<file path="src/verilog/csfl_flags_defs.vh">
// Purpose: constants for the processor status flag logic
// Assumes: 8-bit status byte, plain register port with 2-bit address
// Notes: bit positions follow the status byte layout
`ifndef CSFL_FLAGS_DEFS_VH
`define CSFL_FLAGS_DEFS_VH

// Register indices on the plain register port
`define CSFL_REG_STATUS 2'h0
`define CSFL_REG_STACKED 2'h1
`define CSFL_REG_BRANCH 2'h2

// Flag positions inside the status byte
`define CSFL_BIT_C 0
`define CSFL_BIT_Z 1
`define CSFL_BIT_I 2
`define CSFL_BIT_D 3
`define CSFL_BIT_B 4
`define CSFL_BIT_T 5
`define CSFL_BIT_V 6
`define CSFL_BIT_N 7

// Reset value: only interrupt-disable is defined, the rest chosen as 0
`define CSFL_STATUS_RESET 8'h04

// Sign bit and bit-test source bits
`define CSFL_SIGN_BIT 7
`define CSFL_TEST_V_BIT 6
`define CSFL_TEST_N_BIT 7

// Branch condition select codes
`define CSFL_BR_CARRY 2'h0
`define CSFL_BR_ZERO 2'h1
`define CSFL_BR_OVERFLOW 2'h2
`define CSFL_BR_NEGATIVE 2'h3

// Dedicated flag instruction codes
`define CSFL_OP_NONE 4'h0
`define CSFL_OP_CARRY_RAISE 4'h1
`define CSFL_OP_CARRY_LOWER 4'h2
`define CSFL_OP_IRQ_MASK_RAISE 4'h3
`define CSFL_OP_IRQ_MASK_LOWER 4'h4
`define CSFL_OP_DECIMAL_RAISE 4'h5
`define CSFL_OP_DECIMAL_LOWER 4'h6
`define CSFL_OP_INDEX_MODE_RAISE 4'h7
`define CSFL_OP_INDEX_MODE_LOWER 4'h8
`define CSFL_OP_OVERFLOW_LOWER 4'h9

`endif

</file>
<file path="src/verilog/csfl_status_flags.v">
// Purpose: processor status flag logic of an 8-bit core
// Assumes: core events are one-cycle pulses on clk; one event class per cycle
// Notes: register port reads return data one cycle after the read strobe
//
// Contract
// - Status is one 8-bit register of individual condition and mode flags.
// - Reset forces interrupt-disable to 1; other flags get no defined value.
// - Branches can test carry, zero, overflow or negative.
// - In decimal mode zero, overflow and negative need not be meaningful.
// - Carry takes ALU carry or borrow, and shift or rotate carry.
// - Zero sets on a zero arithmetic or transfer result, else clears.
// - Interrupt-disable masks all sources except the software break.
// - Accepting any interrupt sets interrupt-disable.
// - Decimal flag 0 selects binary, 1 selects decimal arithmetic.
// - Decimal mode applies only to add and subtract with carry, auto-corrected.
// - Break bit of the live status always reads 0.
// - Software break pushes status with break bit forced to 1.
// - Index mode 0: accumulator with memory, result to accumulator.
// - Index mode 1: operations run memory to memory, bypassing accumulator.
// - Memory mode: X addresses destination and first operand, result there.
// - Overflow sets when signed byte add or subtract leaves -128..+127.
// - Bit test copies memory bit 6 into overflow.
// - Bit test copies memory bit 7 into negative.
// - Negative follows bit 7 of arithmetic or transfer result.
// - Dedicated set/clear for C, I, D, T and clear for V only.
`include "csfl_flags_defs.vh"
`timescale 1ns/100ps
`default_nettype none

module csfl_status_flags (
  input wire clk,
  input wire rst,
  // Register port
  input wire [1:0] regAddr,
  input wire [7:0] regWrData,
  input wire regWr,
  input wire regRd,
  output reg [7:0] regRdData,
  // ALU add or subtract result
  input wire aluValid,
  input wire aluIsSub,
  input wire aluIsAddSub,
  input wire [7:0] aluOpA,
  input wire [7:0] aluOpB,
  input wire [7:0] aluResult,
  input wire aluCarryOut,
  // Shift and rotate
  input wire shiftValid,
  input wire [7:0] shiftResult,
  input wire shiftCarryOut,
  // Data transfer
  input wire xferValid,
  input wire [7:0] xferData,
  // Memory bit test
  input wire bitTestValid,
  input wire [7:0] bitTestMem,
  input wire [7:0] bitTestAcc,
  // Dedicated flag instructions
  input wire [3:0] flagOp,
  // Interrupt entry
  input wire hwIrqReq,
  input wire swBreakReq,
  output wire hwIrqAccept,
  output wire swBreakAccept,
  output reg [7:0] stackedStatus,
  output reg stackedValid,
  // Branch test
  input wire [1:0] branchSel,
  input wire branchSense,
  output wire branchTaken,
  // Arithmetic mode steering
  output wire decimalMode,
  output wire decimalAdjustEn,
  output wire memToMemMode,
  output wire destFromIndexX,
  output wire resultToAcc,
  output wire [7:0] status
);

  reg flagC;
  reg flagZ;
  reg flagI;
  reg flagD;
  reg flagT;
  reg flagV;
  reg flagN;
  reg next_flagC;
  reg next_flagZ;
  reg next_flagI;
  reg next_flagD;
  reg next_flagT;
  reg next_flagV;
  reg next_flagN;
  reg branchFlag;
  wire [7:0] liveStatus;
  wire [7:0] aluOpBEff;
  wire aluOverflow;
  wire anyAccept;

  // Break bit is never held in the live byte, so it reads 0
  assign liveStatus = {flagN, flagV, flagT, 1'b0, flagD, flagI, flagZ, flagC};
  assign status = liveStatus;

  // Software break ignores the mask; hardware sources wait for I to be 0
  assign swBreakAccept = swBreakReq;
  assign hwIrqAccept = hwIrqReq & ~flagI & ~swBreakReq;
  assign anyAccept = swBreakAccept | hwIrqAccept;

  // Subtract is add of the inverted operand, so one sign test covers both
  assign aluOpBEff = aluIsSub ? ~aluOpB : aluOpB;
  assign aluOverflow = (aluOpA[`CSFL_SIGN_BIT] == aluOpBEff[`CSFL_SIGN_BIT]) &
                       (aluResult[`CSFL_SIGN_BIT] != aluOpA[`CSFL_SIGN_BIT]);

  // Mode steering for the datapath
  assign decimalMode = flagD;
  assign decimalAdjustEn = flagD & aluIsAddSub;
  assign memToMemMode = flagT;
  assign destFromIndexX = flagT;
  assign resultToAcc = ~flagT;

  always @* begin
    case (branchSel)
      `CSFL_BR_CARRY: branchFlag = flagC;
      `CSFL_BR_ZERO: branchFlag = flagZ;
      `CSFL_BR_OVERFLOW: branchFlag = flagV;
      `CSFL_BR_NEGATIVE: branchFlag = flagN;
      default: branchFlag = 1'b0;
    endcase
  end
  assign branchTaken = (branchFlag == branchSense);

  always @* begin
    next_flagC = flagC;
    next_flagZ = flagZ;
    next_flagI = flagI;
    next_flagD = flagD;
    next_flagT = flagT;
    next_flagV = flagV;
    next_flagN = flagN;
    // Software write first, so any core event in the same cycle wins
    if (regWr && regAddr == `CSFL_REG_STATUS) begin
      next_flagC = regWrData[`CSFL_BIT_C];
      next_flagZ = regWrData[`CSFL_BIT_Z];
      next_flagI = regWrData[`CSFL_BIT_I];
      next_flagD = regWrData[`CSFL_BIT_D];
      next_flagT = regWrData[`CSFL_BIT_T];
      next_flagV = regWrData[`CSFL_BIT_V];
      next_flagN = regWrData[`CSFL_BIT_N];
    end
    // Decimal results still update Z, V, N; their values carry no meaning
    if (aluValid) begin
      next_flagC = aluCarryOut;
      next_flagZ = (aluResult == 8'h00);
      next_flagV = aluOverflow;
      next_flagN = aluResult[`CSFL_SIGN_BIT];
    end else if (shiftValid) begin
      next_flagC = shiftCarryOut;
      next_flagZ = (shiftResult == 8'h00);
      next_flagN = shiftResult[`CSFL_SIGN_BIT];
    end else if (xferValid) begin
      next_flagZ = (xferData == 8'h00);
      next_flagN = xferData[`CSFL_SIGN_BIT];
    end else if (bitTestValid) begin
      next_flagZ = ((bitTestAcc & bitTestMem) == 8'h00);
      next_flagV = bitTestMem[`CSFL_TEST_V_BIT];
      next_flagN = bitTestMem[`CSFL_TEST_N_BIT];
    end
    // No op touches Z, B or N, and none raises V
    case (flagOp)
      `CSFL_OP_CARRY_RAISE: next_flagC = 1'b1;
      `CSFL_OP_CARRY_LOWER: next_flagC = 1'b0;
      `CSFL_OP_IRQ_MASK_RAISE: next_flagI = 1'b1;
      `CSFL_OP_IRQ_MASK_LOWER: next_flagI = 1'b0;
      `CSFL_OP_DECIMAL_RAISE: next_flagD = 1'b1;
      `CSFL_OP_DECIMAL_LOWER: next_flagD = 1'b0;
      `CSFL_OP_INDEX_MODE_RAISE: next_flagT = 1'b1;
      `CSFL_OP_INDEX_MODE_LOWER: next_flagT = 1'b0;
      `CSFL_OP_OVERFLOW_LOWER: next_flagV = 1'b0;
      default: next_flagV = next_flagV;
    endcase
    // Interrupt entry sets I last so a same-cycle clear cannot lose it
    if (anyAccept) begin
      next_flagI = 1'b1;
    end
  end

  always @(posedge clk) begin
    if (rst) begin
      flagC <= 1'b0;
      flagZ <= 1'b0;
      flagI <= 1'b1;
      flagD <= 1'b0;
      flagT <= 1'b0;
      flagV <= 1'b0;
      flagN <= 1'b0;
    end else begin
      flagC <= next_flagC;
      flagZ <= next_flagZ;
      flagI <= next_flagI;
      flagD <= next_flagD;
      flagT <= next_flagT;
      flagV <= next_flagV;
      flagN <= next_flagN;
    end
  end

  // Pushed byte is the status before entry, with B telling the source apart
  always @(posedge clk) begin
    if (rst) begin
      stackedStatus <= 8'h00;
      stackedValid <= 1'b0;
    end else begin
      stackedValid <= anyAccept;
      if (swBreakAccept) begin
        stackedStatus <= liveStatus | (8'h01 << `CSFL_BIT_B);
      end else if (hwIrqAccept) begin
        stackedStatus <= liveStatus;
      end
    end
  end

  always @(posedge clk) begin
    if (rst) begin
      regRdData <= 8'h00;
    end else if (regRd) begin
      case (regAddr)
        `CSFL_REG_STATUS: regRdData <= liveStatus;
        `CSFL_REG_STACKED: regRdData <= stackedStatus;
        `CSFL_REG_BRANCH: regRdData <= {7'h00, branchTaken};
        default: regRdData <= 8'h00;
      endcase
    end else begin
      regRdData <= 8'h00;
    end
  end

endmodule

`default_nettype wire
</file>
<file path="config.mk">
export PLATFORM = sky130hd
export DESIGN_NAME = csfl_status_flags
export DESIGN_NICKNAME = d
export VERILOG_FILES = /design/src/verilog/csfl_status_flags.v
export VERILOG_INCLUDE_DIRS = /design/src /design/src/verilog
export SDC_FILE = /design/constraint.sdc
export NUM_CORES = 1
export LEC_CHECK = 0
export BUFFER_PORTS_ARGS = -buffer_cell sky130_fd_sc_hd__buf_2
export CAP_MARGIN = 20
export CORE_AREA = 2 2 61 63
export CTS_BUF_LIST = sky130_fd_sc_hd__clkbuf_4
export DETAILED_ROUTE_END_ITERATION = 8
export DIE_AREA = 0 0 63 65
export HOLD_SLACK_MARGIN = 0.12
export PLACE_DENSITY = 0.84
export SETUP_SLACK_MARGIN = 0.5
export SYNTH_ARGS = -nofsm -noshare
export SYNTH_HDL_FRONTEND = slang
export SYNTH_SLANG_ARGS = --single-unit
</file>
<file path="constraint.sdc">
create_clock -name clk -period 3.09 [get_ports clk]
set_clock_uncertainty 0.2 [all_clocks]
set_input_delay 0.309 -clock clk [delete_from_list [all_inputs] [get_ports clk]]
set_output_delay 0.309 -clock clk [all_outputs]
set_load 0.1 [all_outputs]
</file>
==> flow_summary_export.csv, run 1 <==
group,metric,value,unit
outcome,run_status,"completed",
timing,max_clock_freq,436,MHz
die,die_area,0.00410,mm^2
critical_path,critPathLaunch,"flagN",
drt,drt_wl_total,3420,um
logic_synthesis,synth_seq_area_share,0.351,
drt,first_pass_iters,4,
worst_hold_path,timing.hold.worst.start,"bitTestAcc[6]",
die,area_of_the_core_region,0.00350,mm^2
die,die_w,63,um
global_routing,grt_first_pass_wirelength,5760,um
critical_path,timing.critical_path.cells,"mux4_2 -> xnor2_2 -> buf_2",
critical_path,cpPeakStageDelay,0.52,ns
power,switching_power,0.338,mW
logic_synthesis,post-synth-top-area-cell,"sky130_fd_sc_hd__dfxtp_1",
clock_network,cts_repair_resize_count,0,
power,power_after_layout,0.797,mW
global_routing,global_route.overflow_total,0,
critical_path,setup.worst_path.class,"register to output pin",
critical_path,cp_max_fo,5,
logic_synthesis,synth_ff_type,"sky130_fd_sc_hd__dfxtp_1",
logic_synthesis,synth_edf_count,0,
timing,post-route-period-util,0.742,
die,die_h,65,um
placement,finalWeightedCongestion,0.746,
logic_synthesis,synth_largest_type_area_fraction,0.351,
drt,post-route-drc-count,0,
global_routing,groute.usage.overall,0.171,
flow_run,timing.max_cap.violations,0,
power,power.share.sequential,0.425,
power,power_frac_clock,0.163,
logic_synthesis,synth_cell_types,43,
drt,drt-vias-per-instance,4.82,
timing,setup_viol,0,
drt,drtIter0Drc,86,
critical_path,crit_buf_inv,1,
logic_synthesis,synth_seq_cells,24,
worst_hold_path,min_delay_worst_type,"primary input to register",
timing,totalNegativeSetupSlack,0,ns
timing,hold_violations,0,
placement,place.detailed.hpwl,2840,um
logic_synthesis,ys.warnings.count,0,
die,floorplan.io_pins,120,
logic_synthesis,syn-num-nets,238,
drt,avgRoutedWirePerCell,11.7,um
logic_synthesis,synth_common_cells,"24 x sky130_fd_sc_hd__dfxtp_1, 15 x sky130_fd_sc_hd__nor2_1, 12 x sky130_fd_sc_hd__mux2i_1",
power,vdd_drop_max,179,uV
timing,max_slew.worst_pin.slew,0.908,ns
drt,dr_total_vias,1406,
drt,route.antenna.remaining_nets,0,
logic_synthesis,synth_area_per_cell,9.06,um^2
critical_path,worstPathArrival,1.78,ns
critical_path,crit_path_top_delay_cell,"sky130_fd_sc_hd__mux4_2",
global_routing,antenna_found_initial,0,
critical_path,setup.worst_path.start_class,"register",
finish,drive_gt1_frac,0.471,
power,p_per_area,422,mW/mm^2
logic_synthesis,synth_most_common_cell,"sky130_fd_sc_hd__dfxtp_1",
timing,grt_setup_unrepaired,"false",
global_routing,grt_pass1_vias,1334,
finish,num-nets-final,333,
critical_path,reg2reg_from,"flagI",
timing,min_period,2.29,ns
timing,timing_max_transition_violations_final,0,
finish,insertedDiodeCount,0,
logic_synthesis,post_synthesis_instance_area,0.00137,mm^2
timing,timing.slew.headroom,0.390,
logic_synthesis,syn-instance-count,151,
clock_network,clk-insertion-delay-late,0.29,ns
logic_synthesis,ys_async_sr_fraction,0,
clock_network,worst_setup_hold_path_clk_slew,0.12,ns
finish,syn_to_final_growth,38.1,%
die,placementRows,22,
logic_synthesis,post_synth_main_area_contributors,"sky130_fd_sc_hd__dfxtp_1 35%, sky130_fd_sc_hd__mux2i_1 8.8%, sky130_fd_sc_hd__buf_4 5.5%",
timing,worst_hold_slack,0.127,ns
placement,post_dp_cell_area,0.00185,mm^2
finish,cell_area_after_layout,0.00189,mm^2
critical_path,required,2.58,ns
power,power_frac_comb,0.413,
die,initial_core_util,0.392,
clock_network,post-cts-setup-buffer-count,0,
clock_network,clock-sinks,24,
global_routing,grt_max_degree,14,
clock_network,h-tree-depth,1,
finish,utilization,0.541,
clock_network,library_cell_used_as_clock_root_buffer,"sky130_fd_sc_hd__clkbuf_4",
clock_network,cts_tree,"done",
power,total_internal_power,0.459,mW
critical_path,cpLargestDelayFamily,"multiplexers",
clock_network,clock_tree.buffer_depth,2,
critical_path,worst_setup_path_end_kind,"output pin",
power,netSwitchingFraction,0.424,
power,cellLeakagePower,0.925,nW
placement,numPortBuffers,103,
clock_network,numCtsBuffers,3,
## stage by stage
step / cells / worst slack (ns)
final: 292 / 0.799
after global routing: 292 / 0.719
after CTS: 292 / 0.780
after detailed placement: 287 / 1.05
after global placement: 287 / 1.05
after floorplan: 151 / 0.719
## path summary, 6_finish.rpt
| path | to | slack, ns | depth (start not counted) |
|---|---|---|---|
| worst max-delay path | branchTaken | 0.80 | 3 |
| worst min-delay path | flagZ | 0.13 | 4 |
| worst max register to register | stackedStatus[3] | 1.39 | 3 |
| worst min register to register | regRdData[4] | 0.25 | 2 |
## power groups by stage
stage	sequential [mW]	combinational, mW	clock [mW]
final	0.338	0.329	0.130
after global routing	0.341	0.349	0.147
after CTS	0.339	0.330	0.131
after detailed placement	0.346	0.328	0
after global placement	0.345	0.325	0
after floorplan	0.419	0.182	0
## what timing repair did
item	4_1_cts	5_1_grt
hold buffers	2	0
endpoints found under the hold margin	2	0
endpoints found under the setup margin	0	0
## layer usage
layer / vias up / wire length (um) / GRT usage / share of wire
met1: 620 / 1520 / 0.215 / 0.44
met4: 0 / 14 / 0.0472 / 0.0041
met2: 51 / 1670 / 0.303 / 0.49
met5: - / 0 / 0 / 0
li1: 733 / - / - / -
met3: 2 / 222 / 0.0278 / 0.065
## logic make-up (layout without fill, tap and decap cells)
family	Yosys count	count (layout)	share of synthesized area
simple gates	59	59	0.250
compound gates	31	31	0.171
flops	24	24	0.351
buf+inv	18	111	0.0841
mux	16	16	0.129
xor+xnor	2	2	0.0128
other cells	1	1	0.00274
## worst min-delay path: stages
cell	delay, ns
sky130_fd_sc_hd__buf_2	0.08
sky130_fd_sc_hd__a22oi_1	0.05
sky130_fd_sc_hd__nand3_1	0.09
sky130_fd_sc_hd__a221oi_2	0.06
## registers in the layout, indices dropped and copies added, names as in the netlist
signal          count
flagC               1
flagN               1
flagI               1
decimalMode         1
stackedValid        1
destFromIndexX      1
flagV               1
regRdData           8
stackedStatus       8
flagZ               1
## layout make-up
cell class,count,area (um^2)
Sequential cell,24,480
Timing Repair Buffer,105,536
Fill cell,348,1610
Inverter,3,11.3
Multi-Input combinational cell,109,781
Clock buffer,3,22.5
Tap cell,48,60.1
## cell usage in the layout, fill, tap and decap left out, types with 4 or more instances in the layout
cell,instances
sky130_fd_sc_hd__a21oi_1,6
sky130_fd_sc_hd__a22o_1,7
sky130_fd_sc_hd__buf_2,103
sky130_fd_sc_hd__dfxtp_1,24
sky130_fd_sc_hd__mux2i_1,12
sky130_fd_sc_hd__nand2_1,6
sky130_fd_sc_hd__nand3_1,4
sky130_fd_sc_hd__nor2_1,15
sky130_fd_sc_hd__nor2b_1,6
sky130_fd_sc_hd__nor3_1,6
sky130_fd_sc_hd__nor4_1,4
Note: power is estimated with default switching activity, not from simulation.
==> inputs of run 2 (changes only) <==
Settings changed: CORE_AREA 2 2 61 63 to 2 2 63 65, DIE_AREA 0 0 63 65 to 0 0 65 67, PLACE_DENSITY 0.84 to 0.8.
Clock period 3.09 ns to 2.2 ns, I/O delays scaled along.
==> flow_summary_export.csv, run 2 (synthesized netlist as in run 1, its figures left out) <==
group,metric,value,unit
placement,dpl.cell_count,288,
clock_network,worst_setup_hold_path_clk_slew,0.14,ns
drt,first_pass_iters,4,
clock_network,cts_tree,"done",
placement,dpl_worst_slack,0.425,ns
clock_network,clock_tree.buffer_depth,2,
timing,timing.slew.headroom,0.628,
drt,post-route-drc-count,0,
critical_path,cpLargestDelayFamily,"multiplexers",
global_routing,groute.usage.overall,0.204,
worst_hold_path,min_delay_worst_type,"primary input to register",
clock_network,h-tree-depth,1,
critical_path,crit_path_top_delay_cell,"sky130_fd_sc_hd__mux4_2",
clock_network,numCtsBuffers,3,
die,die_w,65,um
finish,registers_with_the_highest_flip_flop_counts,"regRdData: 8 flops, stackedStatus: 8 flops",
placement,place.detailed.hpwl,2980,um
power,switching_power,0.516,mW
timing,worst_hold_slack,0.0707,ns
die,floorplan.io_pins,120,
critical_path,worst_setup_path_end_kind,"output pin",
finish,finalNonFillerCells,320,
critical_path,setup.worst_path.start_class,"register",
flow_run,timing.max_cap.violations,0,
finish,leading_cell_type_in_the_layout_fill_and_taps_excluded,"sky130_fd_sc_hd__buf_2",
power,netSwitchingFraction,0.388,
clock_network,clock-sinks,24,
timing,post-route-period-util,0.929,
die,placementRows,22,
drt,drtIter0Drc,83,
finish,insertedDiodeCount,0,
global_routing,grt_pass1_vias,1526,
worst_hold_path,hold_depth,4,
finish,drive_gt1_frac,0.463,
finish,layout_common_cells,"100 x sky130_fd_sc_hd__buf_2, 28 x sky130_fd_sc_hd__dlygate4sd3_1, 19 x sky130_fd_sc_hd__dfxtp_1, 13 x sky130_fd_sc_hd__nor2_1, 12 x sky130_fd_sc_hd__mux2i_1",
finish,syn_to_final_growth,63.9,%
timing,min_period,2.04,ns
critical_path,crit_buf_inv,1,
critical_path,cp_num_cells,3,
placement,numPortBuffers,103,
global_routing,grt_max_degree,15,
finish,num-nets-final,360,
power,power_frac_comb,0.394,
timing,final.setup.worst_slack,0.156,ns
critical_path,reg2reg_slack,0.59,ns
finish,fillCellCount,366,
critical_path,cpPeakStageDelay,0.54,ns
die,die_h,67,um
timing,max_clock_freq,489,MHz
critical_path,setup.worst_path.class,"register to output pin",
die,area_of_the_core_region,0.00361,mm^2
power,cellLeakagePower,1.06,nW
critical_path,required,1.78,ns
power,p_per_area,593,mW/mm^2
critical_path,cp_max_fo,5,
clock_network,library_cell_used_as_clock_root_buffer,"sky130_fd_sc_hd__clkbuf_4",
critical_path,worstPathArrival,1.62,ns
timing,max_slew.worst_pin.slew,0.557,ns
timing,hold_violations,0,
drt,route.antenna.remaining_nets,0,
global_routing,global_route.overflow_total,0,
critical_path,timing.critical_path.cells,"mux4_2 -> xnor2_4 -> buf_12",
drt,drt-vias-per-instance,4.93,
global_routing,grt_first_pass_wirelength,6870,um
outcome,run_status,"completed",
timing,setup_viol,0,
timing,grt_setup_unrepaired,"true",
critical_path,worst-r2r-cell-count,4,
drt,dr_total_vias,1579,
die,initial_core_util,0.380,
power,power.share.sequential,0.360,
timing,timing_max_transition_violations_final,0,
drt,avgRoutedWirePerCell,13.4,um
power,total_internal_power,0.813,mW
clock_network,cts.hold.buffers_added,29,
power,power_frac_clock,0.246,
die,die_area,0.00436,mm^2
drt,drt_wl_total,4300,um
power,vdd_drop_max,304,uV
clock_network,clk-insertion-delay-late,0.32,ns
placement,finalWeightedCongestion,0.684,
timing,totalNegativeSetupSlack,0,ns
global_routing,antenna_found_initial,0,
-- run 2: timing repair --
item / in CTS / in global routing
setup buffers: 0 / 0
endpoints found under the hold margin: 11 / 1
endpoints found under the setup margin: 2 / 4
gates resized for setup: 4 / 5
-- run 2: area by class of cell --
class / count / area, um^2 / area share
Clock buffer: 3 / 22.5 / 0.0100
Clock inverter: 1 / 30.0 / 0.0134
Inverter: 3 / 11.3 / 0.00502
Multi-Input combinational cell: 109 / 806 / 0.359
Sequential cell: 24 / 487 / 0.217
Tap cell: 48 / 60.1 / 0.0268
Timing Repair Buffer: 132 / 827 / 0.369
-- run 2: routing by layer --
layer  global-route usage  up-vias  part of all wire
met1                0.244      729              0.40
met4               0.0665        0             0.013
met3               0.0220        6             0.049
met5                    0        -                 0
met2                0.379       59              0.54
li1                     -      785                 -
-- run 2: worst register-to-register path: stages, from the launching register on --
cell and delay [ns]:
sky130_fd_sc_hd__dfxtp_1 0.38, sky130_fd_sc_hd__nand2b_1 0.19, sky130_fd_sc_hd__a21oi_1 0.15, sky130_fd_sc_hd__dlygate4sd3_1 0.56, sky130_fd_sc_hd__nor2_1 0.04
-- run 2: stage by stage --
stage	util	total power, mW	cell area (um^2)
floorplan	-	0.851	1390
global placement	0.524	0.960	1890
detailed placement	0.524	0.966	1890
CTS	0.620	1.33	2240
global route	0.622	1.38	2240
finish	0.622	1.33	2240
-- run 2: path summary, 6_finish.rpt --
path | start | to
max reg2reg | flagI | stackedStatus[4]
max | flagN | branchTaken
min | branchSense | regRdData[0]
min reg2reg | stackedStatus[4] | regRdData[4]
-- run 2: power groups by stage --
| stage | logic [mW] | registers, mW | clock network, mW |
|---|---|---|---|
| after detailed placement | 0.478 | 0.487 | 0 |
| after global placement | 0.474 | 0.486 | 0 |
| after global routing | 0.552 | 0.482 | 0.341 |
| after floorplan | 0.261 | 0.590 | 0 |
| final | 0.524 | 0.479 | 0.327 |
| after CTS | 0.520 | 0.479 | 0.333 |
==> inputs of run 3 (changes only) <==
Settings changed: REMOVE_ABC_BUFFERS set to 1.
==> flow_summary_export.csv, run 3 (synthesized netlist as in run 1, its figures left out) <==
group,metric,value,unit
clock_network,post-cts-setup-buffer-count,0,
drt,drt-vias-per-instance,4.99,
timing,hold_violations,0,
finish,leading_cell_type_in_the_layout_fill_and_taps_excluded,"sky130_fd_sc_hd__buf_2",
global_routing,grt_first_pass_wirelength,6640,um
drt,dr_total_vias,1558,
global_routing,grt_pass1_vias,1544,
critical_path,setup.worst_path.start_class,"register",
die,initial_core_util,0.380,
global_routing,antenna_found_initial,0,
timing,max_clock_freq,498,MHz
drt,drtIter0Drc,56,
finish,utilization,0.593,
placement,dpl.cell_count,288,
timing,timing_max_transition_violations_final,0,
die,die_h,67,um
finish,num-nets-final,352,
placement,numPortBuffers,103,
worst_hold_path,hold_depth,4,
finish,insertedDiodeCount,0,
critical_path,worst-r2r-cell-count,4,
global_routing,groute.usage.overall,0.195,
timing,worst_hold_slack,0.0411,ns
clock_network,clock_tree.buffer_depth,2,
drt,route.antenna.remaining_nets,0,
timing,setup_viol,0,
timing,timing.slew.headroom,0.629,
critical_path,cp_max_fo,5,
power,vdd_drop_max,260,uV
clock_network,worst_setup_hold_path_clk_slew,0.14,ns
drt,drt_wl_total,4200,um
die,floorplan.io_pins,120,
flow_run,timing.max_cap.violations,0,
finish,drive_gt1_frac,0.458,
placement,finalWeightedCongestion,0.724,
worst_hold_path,min_delay_worst_type,"primary input to register",
drt,post-route-drc-count,0,
global_routing,global_route.overflow_total,0,
placement,place.detailed.hpwl,2910,um
critical_path,worst_setup_path_end_kind,"output pin",
timing,post-route-period-util,0.913,
power,cellLeakagePower,1.02,nW
timing,max_slew.worst_pin.slew,0.555,ns
finish,syn_to_final_growth,56.1,%
clock_network,cts_tree,"done",
outcome,run_status,"completed",
finish,registers_with_the_highest_flip_flop_counts,"regRdData: 8 flops, stackedStatus: 8 flops",
die,die_area,0.00436,mm^2
critical_path,required,1.78,ns
global_routing,grt_max_degree,15,
die,die_w,65,um
clock_network,library_cell_used_as_clock_root_buffer,"sky130_fd_sc_hd__clkbuf_4",
timing,min_period,2.01,ns
die,area_of_the_core_region,0.00361,mm^2
finish,finalNonFillerCells,312,
drt,first_pass_iters,4,
clock_network,clk-insertion-delay-late,0.31,ns
clock_network,cts.hold.buffers_added,20,
clock_network,clock-sinks,24,
power,p_per_area,604,mW/mm^2
timing,totalNegativeSetupSlack,0,ns
critical_path,setup.worst_path.class,"register to output pin",
finish,layout_common_cells,"97 x sky130_fd_sc_hd__buf_2, 21 x sky130_fd_sc_hd__dfxtp_1, 20 x sky130_fd_sc_hd__dlygate4sd3_1, 14 x sky130_fd_sc_hd__nor2_1, 12 x sky130_fd_sc_hd__mux2i_1",
drt,avgRoutedWirePerCell,13.4,um
die,placementRows,22,
power,power_after_layout,1.29,mW
clock_network,h-tree-depth,1,
clock_network,numCtsBuffers,3,
timing,grt_setup_unrepaired,"true",
critical_path,worstPathArrival,1.59,ns
[run 3: changes by cell type in the layout (fill, tap and decap cells not counted), sizes merged]
cell and delta:
dlygate4sd3 -8, buf -2, clkbuf +2
[run 3: final cells by class]
| type | count | area, um^2 |
|---|---|---|
| clock buffer | 3 | 22.5 |
| clock inverter | 1 | 30.0 |
| fill | 335 | 1470 |
| inverter | 3 | 11.3 |
| multi-input combinational | 109 | 783 |
| sequential | 24 | 484 |
| tap | 48 | 60.1 |
| timing repair buffer | 124 | 746 |
[run 3: final timing paths]
check,start,end,slack (ns)
max reg2reg,flagI,stackedStatus[4],0.58
min,branchSense,regRdData[0],0.04
min reg2reg,stackedStatus[4],regRdData[4],0.26
max,flagV,branchTaken,0.19
[run 3: through the flow]
step,cell area (um^2),worst slack (ns)
finish,2140,0.191
detailed placement,1850,0.325
global route,2140,0.110
floorplan,1260,-1.73
global placement,1850,0.341
CTS,2120,0.184
[run 3: timing repair]
item,CTS,global route
gates resized for setup,7,6
setup endpoints to repair,3,9
hold endpoints to repair,10,1
[run 3: where the power goes]
group          internal (mW)  leakage (nW)  switching (mW)  total, mW
Clock                  0.184        0.0279           0.127      0.311
Sequential             0.457         0.196          0.0198      0.477
Combinational          0.154         0.795           0.349      0.503
[run 3: worst max-delay path, cell delays in order (launching register included)]
cell	delay, ns
sky130_fd_sc_hd__dfxtp_1	0.37
sky130_fd_sc_hd__mux4_2	0.50
sky130_fd_sc_hd__xnor2_2	0.18
sky130_fd_sc_hd__buf_6	0.25
[run 3: per-layer routing]
layer	up-vias	track usage	wire [um]
met5	-	0	0
met3	12	0.0405	301
met2	74	0.358	2150
met1	700	0.213	1620
li1	772	-	-
met4	0	0.0957	116
